[config.mk]
export PLATFORM = sky130hd
export DESIGN_NAME = oapf_core
export DESIGN_NICKNAME = d
export VERILOG_FILES = /design/src/oapf_pkg.sv /design/src/oapf_core.sv
export VERILOG_INCLUDE_DIRS = /design/src
export SDC_FILE = /design/constraint.sdc
export NUM_CORES = 1
export LEC_CHECK = 0
export BUFFER_PORTS_ARGS = -buffer_cell sky130_fd_sc_hd__buf_2
export CORE_MARGIN = 2
export CORE_UTILIZATION = 63
export CTS_BUF_LIST = sky130_fd_sc_hd__clkbuf_16
export DETAILED_ROUTE_END_ITERATION = 10
export GPL_ROUTABILITY_DRIVEN = 0
export HOLD_SLACK_MARGIN = 0.1
export PLACE_DENSITY_LB_ADDON = 0.3
export SKIP_LAST_GASP = 1
export SLEW_MARGIN = 5
export SYNTH_ARGS = -nofsm -noshare
export SYNTH_HDL_FRONTEND = slang
export SYNTH_SLANG_ARGS = --single-unit
[constraint.sdc]
create_clock -name i_ref_clk -period 7.55 [get_ports i_ref_clk]
set_clock_uncertainty 0.1 [all_clocks]
set_input_delay 1.51 -clock i_ref_clk [delete_from_list [all_inputs] [get_ports i_ref_clk]]
set_output_delay 1.51 -clock i_ref_clk [all_outputs]
set_load 0.05 [all_outputs]
[src/oapf_defines.svh]
// constants for the operand addressing and program counter block
// assumes inclusion by the package, the core and the bench
`ifndef OAPF_DEFINES_SVH
`define OAPF_DEFINES_SVH
`define OAPF_PC_RESET        16'h0000
`define OAPF_SPECIAL_BASE    8'h80
`define OAPF_ADDR_CTRL       12'h000
`define OAPF_ADDR_CMD        12'h004
`define OAPF_ADDR_OPER       12'h008
`define OAPF_ADDR_PTR0       12'h00c
`define OAPF_ADDR_PTR1       12'h010
`define OAPF_ADDR_ACC        12'h014
`define OAPF_ADDR_PC         12'h018
`define OAPF_ADDR_RESULT     12'h01c
`define OAPF_ADDR_STATUS     12'h020
`define OAPF_ADDR_MEMRD      12'h024
`define OAPF_ADDR_MEMWR      12'h028
`define OAPF_CTRL_CFWS_BIT   0
`define OAPF_CTRL_PSEL_BIT   1
`define OAPF_CTRL_WPROT_BIT  2
`define OAPF_CTRL_JBIT_BIT   3
`define OAPF_RESP_OKAY       2'b00
`define OAPF_RESP_SLVERR     2'b10
`define OAPF_OP_W            4
`endif

[src/oapf_pkg.sv]
// types shared by the operand addressing block
// assumes oapf_defines.svh is on the include path
package oapf_pkg;
  `include "oapf_defines.svh"
  typedef enum logic [3:0] {
    OAPF_OP_NOP,
    OAPF_OP_IMM,
    OAPF_OP_DIR_RD,
    OAPF_OP_IND_RD,
    OAPF_OP_IND_WR,
    OAPF_OP_XDP_RD,
    OAPF_OP_XDP_WR,
    OAPF_OP_XRI_RD,
    OAPF_OP_XRI_WR,
    OAPF_OP_CODE_DP,
    OAPF_OP_CODE_PC,
    OAPF_OP_BIT_JMP,
    OAPF_OP_ERASE
  } oapf_op_e;
  typedef enum logic [2:0] {
    OAPF_SP_IRAM,
    OAPF_SP_SPECIAL,
    OAPF_SP_XDATA,
    OAPF_SP_CODE,
    OAPF_SP_CODE_FLASH,
    OAPF_SP_ERASE
  } oapf_space_e;
endpackage

[src/oapf_core.sv]
// operand addressing and program counter sequencing, with AXI4-Lite regs
// assumes an outside memory model answers o_mem_* with i_mem_rdata/ack
`timescale 1ns/1ns
`include "oapf_defines.svh"
module oapf_core
  import oapf_pkg::*;
(
  input  wire logic        i_ref_clk,
  input  wire logic        i_reset,
  input  wire logic [11:0] i_awaddr,
  input  wire logic        i_awvalid,
  output logic             o_awready,
  input  wire logic [31:0] i_wdata,
  input  wire logic [3:0]  i_wstrb,
  input  wire logic        i_wvalid,
  output logic             o_wready,
  output logic [1:0]       o_bresp,
  output logic             o_bvalid,
  input  wire logic        i_bready,
  input  wire logic [11:0] i_araddr,
  input  wire logic        i_arvalid,
  output logic             o_arready,
  output logic [31:0]      o_rdata,
  output logic [1:0]       o_rresp,
  output logic             o_rvalid,
  input  wire logic        i_rready,
  output logic             o_mem_req,
  output logic             o_mem_we,
  output oapf_pkg::oapf_space_e o_mem_space,
  output logic [15:0]      o_mem_addr,
  output logic [7:0]       o_mem_wdata,
  input  wire logic [7:0]  i_mem_rdata,
  input  wire logic        i_mem_ack
);
  import oapf_pkg::*;

  typedef enum logic [1:0] {OAPF_IDLE, OAPF_MEM, OAPF_DONE} oapf_state_e;

  // software-visible state
  logic              code_flash_write_select;
  logic              pointer_select_reg;
  logic              write_protect;
  logic [15:0]       data_pointer0;
  logic [15:0]       data_pointer1;
  logic [7:0]        acc;
  logic [15:0]       pc;
  logic [7:0]        result;
  logic              busy;
  logic              done;
  logic              refused;
  logic              taken;
  logic [7:0]        last_rdata;
  logic [15:0]       last_addr;
  logic [2:0]        last_space;
  logic              last_we;
  // opcode and length latched with the command; operands held from register writes
  logic [3:0]        cmd_op;
  logic [1:0]        cmd_len;
  logic [7:0]        op_byte1;
  logic [7:0]        op_byte2;
  logic [7:0]        index_register_zero;
  logic [7:0]        external_page_high_byte;
  logic              bit_value;
  oapf_state_e       state;

  // write channel capture, taken in either order
  logic              aw_have;
  logic              w_have;
  logic [11:0]       aw_addr;
  logic [31:0]       w_data;
  logic [3:0]        w_strb;

  function automatic logic [31:0] apply_strb(input logic [31:0] old_v,
                                             input logic [31:0] new_v,
                                             input logic [3:0]  strb);
    logic [31:0] r;
    r = old_v;
    for (int i = 0; i < 4; i++) begin
      if (strb[i]) begin
        r[i*8 +: 8] = new_v[i*8 +: 8];
      end
    end
    return r;
  endfunction

  function automatic logic [15:0] add16(input logic [15:0] a,
                                        input logic [15:0] b);
    return 16'(a + b);
  endfunction

  wire  [15:0] data_pointer_sel = pointer_select_reg ? data_pointer1
                                                     : data_pointer0;
  wire  [15:0] pc_next_seq  = add16(pc, {14'h0000, cmd_len});
  wire  [15:0] rel_disp     = {{8{op_byte2[7]}}, op_byte2};
  wire  [15:0] branch_tgt   = add16(pc_next_seq, rel_disp);
  wire  [15:0] xri_addr     = {external_page_high_byte,
                               index_register_zero};
  wire  [15:0] acc16        = {8'h00, acc};
  wire         dir_is_special = (op_byte1 >= `OAPF_SPECIAL_BASE);
  // strobe-merged images of the operand and pointer words
  wire  [31:0] oper_new = apply_strb({external_page_high_byte,
                                      index_register_zero, op_byte2,
                                      op_byte1}, w_data, w_strb);
  wire  [31:0] ptr0_new = apply_strb({16'h0000, data_pointer0}, w_data,
                                     w_strb);
  wire  [31:0] ptr1_new = apply_strb({16'h0000, data_pointer1}, w_data,
                                     w_strb);
  wire         cf_en        = code_flash_write_select & ~write_protect;
  oapf_op_e    op_e;
  assign op_e = oapf_op_e'(cmd_op);

  // decode of the memory request for the latched command
  logic        need_mem;
  logic        dec_we;
  oapf_space_e dec_space;
  logic [15:0] dec_addr;
  always_comb begin
    need_mem  = 1'b1;
    dec_we    = 1'b0;
    dec_space = OAPF_SP_IRAM;
    dec_addr  = 16'h0000;
    unique case (op_e)
      OAPF_OP_DIR_RD: begin
        dec_space = dir_is_special ? OAPF_SP_SPECIAL
                                   : OAPF_SP_IRAM;
        dec_addr  = {8'h00, op_byte1};
      end
      OAPF_OP_IND_RD: begin
        dec_space = OAPF_SP_IRAM;
        dec_addr  = {8'h00, index_register_zero};
      end
      OAPF_OP_IND_WR: begin
        dec_we    = 1'b1;
        dec_space = OAPF_SP_IRAM;
        dec_addr  = {8'h00, index_register_zero};
      end
      OAPF_OP_XDP_RD: begin
        dec_space = OAPF_SP_XDATA;
        dec_addr  = data_pointer_sel;
      end
      OAPF_OP_XDP_WR: begin
        dec_we    = 1'b1;
        dec_space = cf_en ? OAPF_SP_CODE_FLASH
                          : OAPF_SP_XDATA;
        dec_addr  = data_pointer_sel;
      end
      OAPF_OP_XRI_RD: begin
        dec_space = OAPF_SP_XDATA;
        dec_addr  = xri_addr;
      end
      OAPF_OP_XRI_WR: begin
        dec_we    = 1'b1;
        dec_space = cf_en ? OAPF_SP_CODE_FLASH
                          : OAPF_SP_XDATA;
        dec_addr  = xri_addr;
      end
      OAPF_OP_CODE_DP: begin
        dec_space = OAPF_SP_CODE;
        dec_addr  = add16(data_pointer_sel, acc16);
      end
      OAPF_OP_CODE_PC: begin
        dec_space = OAPF_SP_CODE;
        dec_addr  = add16(pc_next_seq, acc16);
      end
      OAPF_OP_ERASE: begin
        dec_we    = 1'b1;
        dec_space = OAPF_SP_ERASE;
        dec_addr  = data_pointer_sel;
      end
      default: begin
        need_mem  = 1'b0;
      end
    endcase
  end

  // erase only exists behind the write select and outside protection
  wire erase_bad = (op_e == OAPF_OP_ERASE) & ~cf_en;
  wire loads_acc = (op_e == OAPF_OP_DIR_RD) | (op_e == OAPF_OP_IND_RD) |
                   (op_e == OAPF_OP_XDP_RD) | (op_e == OAPF_OP_XRI_RD) |
                   (op_e == OAPF_OP_CODE_DP) | (op_e == OAPF_OP_CODE_PC);
  wire [15:0] next_pc = (op_e == OAPF_OP_BIT_JMP && bit_value) ? branch_tgt
                                                           : pc_next_seq;

  // AXI write path
  wire wr_fire  = aw_have & w_have & ~o_bvalid;
  wire cmd_wr   = wr_fire & (aw_addr == `OAPF_ADDR_CMD);
  wire cmd_ok   = cmd_wr & ~busy & (w_data[1:0] != 2'b00);
  wire wr_known = (aw_addr == `OAPF_ADDR_CTRL) | (aw_addr == `OAPF_ADDR_CMD) |
                  (aw_addr == `OAPF_ADDR_OPER) | (aw_addr == `OAPF_ADDR_PTR0) |
                  (aw_addr == `OAPF_ADDR_PTR1) | (aw_addr == `OAPF_ADDR_ACC) |
                  (aw_addr == `OAPF_ADDR_STATUS);
  assign o_awready = ~aw_have;
  assign o_wready  = ~w_have;
  assign o_arready = ~o_rvalid;

  always_ff @(posedge i_ref_clk) begin
    if (i_reset) begin
      aw_have <= 1'b0;
      w_have  <= 1'b0;
      aw_addr <= 12'h000;
      w_data  <= 32'h0000_0000;
      w_strb  <= 4'h0;
      o_bvalid <= 1'b0;
      o_bresp  <= `OAPF_RESP_OKAY;
    end else begin
      if (i_awvalid && o_awready) begin
        aw_have <= 1'b1;
        aw_addr <= {i_awaddr[11:2], 2'b00};
      end
      if (i_wvalid && o_wready) begin
        w_have <= 1'b1;
        w_data <= i_wdata;
        w_strb <= i_wstrb;
      end
      if (wr_fire) begin
        aw_have  <= 1'b0;
        w_have   <= 1'b0;
        o_bvalid <= 1'b1;
        o_bresp  <= (wr_known && !(cmd_wr && busy)) ? `OAPF_RESP_OKAY
                                                   : `OAPF_RESP_SLVERR;
      end else if (o_bvalid && i_bready) begin
        o_bvalid <= 1'b0;
      end
    end
  end

  // configuration registers; write protect stands in for config bits
  always_ff @(posedge i_ref_clk) begin
    if (i_reset) begin
      code_flash_write_select <= 1'b0;
      pointer_select_reg      <= 1'b0;
      write_protect           <= 1'b0;
      data_pointer0           <= 16'h0000;
      data_pointer1           <= 16'h0000;
      external_page_high_byte <= 8'h00;
      index_register_zero     <= 8'h00;
      op_byte1                <= 8'h00;
      op_byte2                <= 8'h00;
      bit_value               <= 1'b0;
    end else if (wr_fire) begin
      if (aw_addr == `OAPF_ADDR_CTRL && w_strb[0]) begin
        code_flash_write_select <= w_data[`OAPF_CTRL_CFWS_BIT];
        pointer_select_reg      <= w_data[`OAPF_CTRL_PSEL_BIT];
        write_protect           <= w_data[`OAPF_CTRL_WPROT_BIT];
        bit_value               <= w_data[`OAPF_CTRL_JBIT_BIT];
      end
      if (aw_addr == `OAPF_ADDR_PTR0) begin
        data_pointer0 <= ptr0_new[15:0];
      end
      if (aw_addr == `OAPF_ADDR_PTR1) begin
        data_pointer1 <= ptr1_new[15:0];
      end
      // operands stay frozen while an instruction is using them
      if (aw_addr == `OAPF_ADDR_OPER && !busy) begin
        {external_page_high_byte, index_register_zero, op_byte2,
         op_byte1} <= oper_new;
      end
    end
  end

  // instruction sequencer
  always_ff @(posedge i_ref_clk) begin
    if (i_reset) begin
      state   <= OAPF_IDLE;
      pc      <= `OAPF_PC_RESET;
      acc     <= 8'h00;
      result  <= 8'h00;
      busy    <= 1'b0;
      done    <= 1'b0;
      refused <= 1'b0;
      taken   <= 1'b0;
      cmd_op  <= 4'h0;
      cmd_len <= 2'd1;
      last_rdata <= 8'h00;
      last_addr  <= 16'h0000;
      last_space <= 3'h0;
      last_we    <= 1'b0;
    end else begin
      if (wr_fire && aw_addr == `OAPF_ADDR_ACC && w_strb[0] && !busy) begin
        acc <= w_data[7:0];
      end
      if (wr_fire && aw_addr == `OAPF_ADDR_STATUS && w_data[0]) begin
        done    <= 1'b0;
        refused <= 1'b0;
      end
      unique case (state)
        OAPF_IDLE: begin
          if (cmd_ok) begin
            cmd_op  <= w_data[`OAPF_OP_W+3:`OAPF_OP_W];
            cmd_len <= w_data[1:0];
            busy    <= 1'b1;
            state   <= OAPF_DONE;
          end
        end
        OAPF_DONE: begin
          if (erase_bad) begin
            refused <= 1'b1;
            taken   <= 1'b0;
            done    <= 1'b1;
            busy    <= 1'b0;
            pc      <= pc_next_seq;
            state   <= OAPF_IDLE;
          end else if (need_mem) begin
            state <= OAPF_MEM;
          end else begin
            if (op_e == OAPF_OP_IMM) begin
              acc    <= op_byte1;
              result <= op_byte1;
            end
            taken <= (op_e == OAPF_OP_BIT_JMP) & bit_value;
            pc    <= next_pc;
            done  <= 1'b1;
            busy  <= 1'b0;
            state <= OAPF_IDLE;
          end
        end
        OAPF_MEM: begin
          if (i_mem_ack) begin
            if (loads_acc) begin
              acc    <= i_mem_rdata;
              result <= i_mem_rdata;
            end
            last_rdata <= i_mem_rdata;
            last_addr  <= dec_addr;
            last_space <= dec_space;
            last_we    <= dec_we;
            taken <= 1'b0;
            pc    <= pc_next_seq;
            done  <= 1'b1;
            busy  <= 1'b0;
            state <= OAPF_IDLE;
          end
        end
      endcase
    end
  end

  assign o_mem_req   = (state == OAPF_MEM);
  assign o_mem_we    = (state == OAPF_MEM) & dec_we;
  assign o_mem_space = dec_space;
  assign o_mem_addr  = dec_addr;
  assign o_mem_wdata = acc;

  // AXI read path
  logic [31:0] rd_mux;
  logic        rd_hit;
  always_comb begin
    rd_hit = 1'b1;
    unique case ({i_araddr[11:2], 2'b00})
      `OAPF_ADDR_CTRL:   rd_mux = {28'h0, bit_value, write_protect,
                                   pointer_select_reg,
                                   code_flash_write_select};
      `OAPF_ADDR_OPER:   rd_mux = {external_page_high_byte,
                                   index_register_zero, op_byte2, op_byte1};
      `OAPF_ADDR_PTR0:   rd_mux = {16'h0000, data_pointer0};
      `OAPF_ADDR_PTR1:   rd_mux = {16'h0000, data_pointer1};
      `OAPF_ADDR_ACC:    rd_mux = {24'h000000, acc};
      `OAPF_ADDR_PC:     rd_mux = {16'h0000, pc};
      `OAPF_ADDR_RESULT: rd_mux = {24'h000000, result};
      `OAPF_ADDR_STATUS: rd_mux = {28'h0, taken, refused, done, busy};
      `OAPF_ADDR_MEMRD:  rd_mux = {8'h00, last_rdata, last_addr};
      `OAPF_ADDR_MEMWR:  rd_mux = {28'h0, last_we, last_space};
      default: begin
        rd_mux = 32'h0000_0000;
        rd_hit = 1'b0;
      end
    endcase
  end

  always_ff @(posedge i_ref_clk) begin
    if (i_reset) begin
      o_rvalid <= 1'b0;
      o_rdata  <= 32'h0000_0000;
      o_rresp  <= `OAPF_RESP_OKAY;
    end else if (i_arvalid && o_arready) begin
      o_rvalid <= 1'b1;
      o_rdata  <= rd_mux;
      o_rresp  <= rd_hit ? `OAPF_RESP_OKAY : `OAPF_RESP_SLVERR;
    end else if (o_rvalid && i_rready) begin
      o_rvalid <= 1'b0;
    end
  end
endmodule

# After elaboration in Yosys (flattened, before gate mapping)
# Index checks and enable logic that the tools add are counted.
totals:
  in_bits: 76
  register_bits: 226
op_classes:
  bitwise_logic: 27
  muxes: 54
  n_lt_le_gt_ge: 1
  n_eq_ne: 36
  reduce_logical: 49
  addsub: 4
ops:
  columns: ["operator", "count"]
  rows:
  - ["32-bit case mux with 10 select lines", 1]
  - ["16-bit case mux with 6 select lines", 1]
  - ["8-bit two-way mux", 11]
  - ["16-bit two-way mux", 5]
  - ["10-bit by 3-bit equality test with 1-bit output (second input constant)", 6]
  - ["10-bit by 2-bit equality test with 1-bit output (second input constant)", 4]
  - ["10-bit by 4-bit equality test with 1-bit output (second input constant)", 4]
  - ["16-bit by 8-bit adder with 16-bit output", 2]
  - ["16-bit case mux with 2 select lines", 1]
  - ["8-bit case mux with 2 select lines", 2]
  - ["3-bit AND reduction", 10]
  - ["1-bit two-way mux", 23]
  - ["4-bit equality test (second input constant)", 5]
  - ["10-bit OR reduction", 2]
  - ["16-bit adder", 1]
  - ["16-bit by 2-bit adder with 16-bit output", 1]
  - ["4-bit by 3-bit equality test with 1-bit output (second input constant)", 4]
  - ["1-bit logical AND", 15]
  - ["3-bit case mux with 5 select lines", 1]
  - ["12-bit logical NOT", 1]
  - ["2-bit OR reduction", 6]
  - ["1-bit OR", 11]
  - ["10-bit by 1-bit equality test with 1-bit output (second input constant)", 1]
  - ["10-bit logical NOT", 1]
  - ["22 further kinds", 52]

# Logic depth before layout (Yosys ltp)
depth:
  ltp_word: 10
  ltp_mapped: 16
  ltp_nobuf: 15

# Worst setup path before layout
# OpenSTA, ideal clock, no wires.
synth_path:
  path_kind: "register -> output"
  startpoint: "register pointer_select_reg"
  endpoint: "output o_mem_addr[7]"
  required_time_ns: 5.940
  arrival_time_ns: 3.731
  path_stages_with_launch: 12
  n_path_buf: 2
  setup_slack_ns: 2.209
  path_cell_list: "dfxtp_1 > clkbuf_1 > buf_1 > mux2_2 > nor2_1 > a21oi_1 > ha_1 > nand3_1 > a21oi_1 > o31ai_1 > a21boi_0 > o31ai_1"
synth_via:
  elab_chain_cells: 3
synth_lines:
  columns: ["element", "line_no", "rtl"]
  rows:
  - ["start: declaration", "oapf_core.sv:41", "logic pointer_select_reg;"]
  - ["start signal: assignment", "oapf_core.sv:243", "pointer_select_reg <= w_data[`OAPF_CTRL_PSEL_BIT];"]
  - ["16-bit two-way mux *", "oapf_core.sv:91", "wire [15:0] data_pointer_sel = pointer_select_reg ? data_pointer1"]
  - ["16-bit by 8-bit adder with 16-bit output", "oapf_core.sv:88", "return 16'(a + b);"]
  - ["16-bit case mux with 6 select lines *", "oapf_core.sv:122", "unique case (op_e)"]
  - ["end: declaration", "oapf_core.sv:30", "output logic [15:0] o_mem_addr,"]
# Mark *: on every way between the ends. The rest lies on a longest branch, timed or not.

# Final worst setup path
layout_path:
  startpoint: "register cmd_op[0]"
  endpoint: "output o_mem_addr[12]"
layout_via:
  elab_chain_cells: 3
  word_cells_on_any_way: 14
layout_lines:
  columns: ["element", "line_no", "rtl"]
  rows:
  - ["start: declaration", "oapf_core.sv:57", "logic [3:0] cmd_op;"]
  - ["start signal: assignment", "oapf_core.sv:289", "cmd_op <= w_data[`OAPF_OP_W+3:`OAPF_OP_W];"]
  - ["4-bit equality test (tied with other cells)", "oapf_core.sv:122", null]
  - ["3-bit OR reduction (no line) / 2-bit OR reduction (equally long branches)", null, null]
  - ["16-bit case mux with 6 select lines *", "oapf_core.sv:122", null]
# Marked as above.

==> metrics.md <==
| Metric | Value |
|---|---|
| Fin. max-slew vios | `0` |
| Pin count of the biggest net entering global routing | `86` |
| CTS tree | `built` |
| Worst setup startpoint | `cmd_op[0]` |
| CTS Buf Count | `23` |
| Root buf cell | `clkbuf_16` |
| Core area | `~18000 sq um` |
| Finish-stage setup viols | `0` |
| Wire per inst | `19.8 microns` |
| # DRC | `0` |
| Data required, critical path | `just under 6000 ps` |
| Initial Util | `about 65%` |
| Min Tclk post-route | `6510 ps` |
| Relative slew margins | `18.5%` |
| Vias in the first global route | `10507` |
| Grt met2 use | `between 50% and 60%` |
| Die span in x | `around 140 microns` |
| EDFF count, synth | `0` |
| Area grow syn2layout | `12.7%` |
| Die ar. | `19600 sq um` |
| Critical path type | `reg -> out` |
| GRT busiest layer | `met2` |
| HPWL after DPL | `around 25000 microns` |
| CP Capture Type | `output port` |
| Post-synth top cells | `286 x nand2_1, 224 x dfxtp_1, 153 x a21oi_1` |
| Yosys reg bits | `between 200 and 250` |
| Period utilization | `86.2%` |
| Comb pwr share | `9.5%` |
| Worst Path Max Fanout | `20` |
| CP startpoint kind | `register` |
| Switching Fraction | `between 20% and 30%` |
| Yosys warns | `0` |
| Flop pwr share | `between 40% and 50%` |
| Data arrival time of the worst path | `4900 ps` |
| P_leak | `a little over 5 nW` |
| Worst-margin pin slew | `~1200 ps` |
| CTS Hold Bufs | `0` |
| Drt initial violations | `about 1500` |
| CTS H-tree depth | `1` |
| Clock buffer depth | `3` |
| Worst-Skew Late Latency | `~530 ps` |
| Fin. Hold Viols | `0` |
| Type of the worst min-delay path | `reg -> reg` |
| Worst vdd ir | `between 0.15 and 0.2 mV` |
| Via count | `around 12000` |
| Top cell type's share of synthesized area | `between 30% and 40%` |
| Slowest stage delay, CP | `a little over 700 ps` |
| Post-synth ARST share | `0%` |
| Total power | `approximately 2.7 mW` |
| Layout cells sized above 1 | `between 10% and 20%` |
| Fillers | `around 1400` |
| Die Y | `around 140 microns` |
| Clk pwr share | `42.9%` |
| M3 GR Usage | `between 8 and 9%` |
| Fmax | `about 0.15 GHz` |
| Vias per cell | `6.46` |
| Syn Inst Count | `1459` |
| Cell Int Power | `just under 2 mW` |
| Router iterations before antenna repair | `8` |
| Drt total wl | `35300 microns` |
| Worst hold start | `aw_addr[8]` |
| Top delay family on crit path | `compound AO/OA/AOI/OAI gates` |
| M1 GR Usage | `a little under half` |
| GRT overflow | `0` |
| Sum of negative setup slack | `0 ps` |
| Io pins | `approximately 150` |
| Max_cap viols | `0` |
| DRT antenna net count | `0` |
| GRT Overall Usage | `between 30% and 40%` |
| Synth cell types | `77` |
| # rows | `49` |
| Outcome | `complete, no violations` |
| First-pass GRT wire length | `roughly 55000 microns` |
| Count leader, synth | `nand2_1` |
| Switching power | `704 uW` |
| Cell taking the most area after synthesis | `dfxtp_1` |
| RSZ-0062 raised after global routing | `false` |
| Critical R2R Launch | `cmd_op[0]` |
| Largest cells by area after synthesis | `dfxtp_1 39%, nand2_1 9.2%, a21oi_1 6.6%, nor2_1 4.8%, mux2i_1 4.5%` |
| Mean Syn Cell Area | `7.98 sq um` |
| Nets | `approximately 1700` |
| CP max-delay cell | `dfxtp_1` |
| Clock transition at path regs | `about 60 ps` |
| CP Buf/Inv Count | `3` |
| Post-Syn Area | `approximately 12000 sq um` |
| Largest regs | `o_rdata (32), w_data (32)` |
| Initial antenna violation count | `0` |
| Main synth FF type | `dfxtp_1` |
| CTS resizes | `0` |
| Power per cell area | `203 nW/um^2` |
| Worst path cell trace | `nor2b_1, nand2_1, nor2_1, a21oi_1, ha_1, inv_1, fa_1, o21ai_0, a31oi_1, o21ai_0, nand3_1, xnor2_1, a222oi_1, inv_1, buf_2` |
| Clk sinks | `around 220` |
| Buffer count from post-CTS setup fixing | `0` |
| Seq/Total Area, Yosys | `between 30% and 40%` |
| PortBufs | `between 100 and 150` |
| Antenna diode count | `0` |
stage by stage:
stage                     instance area (sq um)  utilization, %  std cells  hold slack, ps  setup WS [ps]
after global placement                    12400            68.7       1745             338           1840
after global routing                      13100            72.8       1785             371            671
after floorplan                           11600               -       1460             331           2210
after CTS                                 13100            72.8       1785             355           1170
final                                     13100            72.8       1785             355           1040
after detailed placement                  12400            68.7       1745             341           1770
power groups by stage:
stage          logic, mW  registers [mW]  clock network (mW)
2_1_floorplan      0.149            1.31                   0
3_3_place_gp       0.244            1.29                   0
3_5_place_dp       0.249            1.29                   0
4_1_cts            0.251            1.26                1.14
5_1_grt            0.276            1.27                1.19
6_report           0.254            1.27                1.14
layout by cell type, fill, tap and decap left out, types with 4 or more instances in the layout:
| cell | n |
|---|---|
| clkbuf_16 | 23 |
| a21o_1 | 9 |
| a31oi_1 | 12 |
| a222oi_1 | 15 |
| nand2b_1 | 11 |
| xnor2_1 | 14 |
| nor2_1 | 147 |
| mux2_2 | 11 |
| nand3b_1 | 7 |
| clkinv_1 | 4 |
| a211oi_1 | 30 |
| a22o_1 | 9 |
| o22a_1 | 8 |
| a311oi_1 | 5 |
| a221oi_1 | 25 |
| o31ai_1 | 4 |
| nand3_1 | 39 |
| a22oi_1 | 30 |
| a2111oi_0 | 4 |
| nand2_1 | 286 |
| and3_1 | 13 |
| o21ai_1 | 7 |
| o21ai_0 | 38 |
| buf_4 | 15 |
| inv_1 | 24 |
| mux2i_1 | 52 |
| ha_1 | 32 |
| dfxtp_1 | 224 |
| o211ai_1 | 5 |
| a21oi_1 | 153 |
| or3_1 | 6 |
| nor2b_1 | 8 |
| o21a_1 | 8 |
| xor2_1 | 20 |
| nor3_1 | 30 |
| and2_1 | 7 |
| buf_2 | 138 |
| nor4_1 | 5 |
metal layers:
metal | vias to the layer above | routed length (microns)
met2 | 756 | 15000
li1 | 5361 | -
met3 | 148 | 4560
met1 | 5265 | 14100
met5 | - | 0
met4 | 0 | 1600
kinds of logic after synthesis:
| kind of cell | count (synthesis) | share of synthesized area, % |
|---|---|---|
| buffers and inverters | 118 | 3.91 |
| and+or+nand+nor | 592 | 23.0 |
| AOI/OAI and AO/OA | 389 | 22.1 |
| xor gates and xnor gates | 35 | 2.79 |
| DFF | 224 | 38.5 |
| muxes | 64 | 5.63 |
| other | 1 | 0.0322 |
| adders and majority gates | 36 | 4.04 |
area by class of cell:
class                   count  area [sq um]  share of cell area [%]
multi-input cells        1118          6720                    51.2
flip-flops and latches    224          4480                    34.2
repair buffers            154           815                    6.21
inverters                  20          75.1                   0.572
clock inverters            17           164                    1.25
well taps                 229           287                    2.18
clock buffers              23           576                    4.39
final timing paths:
path	end	slack, ps	cells after the start
max	o_mem_addr[12]	1040	15
min	aw_addr[8]	360	2
max reg2reg	last_addr[12]	3110	14
min reg2reg	aw_addr[8]	360	2
worst reg2reg max path: cells and delay by family (launching register included):
kind                     cells  cell delay [ps]
flip-flops                   1              720
AO/OA/AOI/OAI                6             1630
buffers and inverters        1               70
adder cells (fa/ha/maj)      2              660
AND/OR/NAND/NOR              4              930
XOR/XNOR                     1              180
No activity file was read; power rests on OpenSTA's default activity.
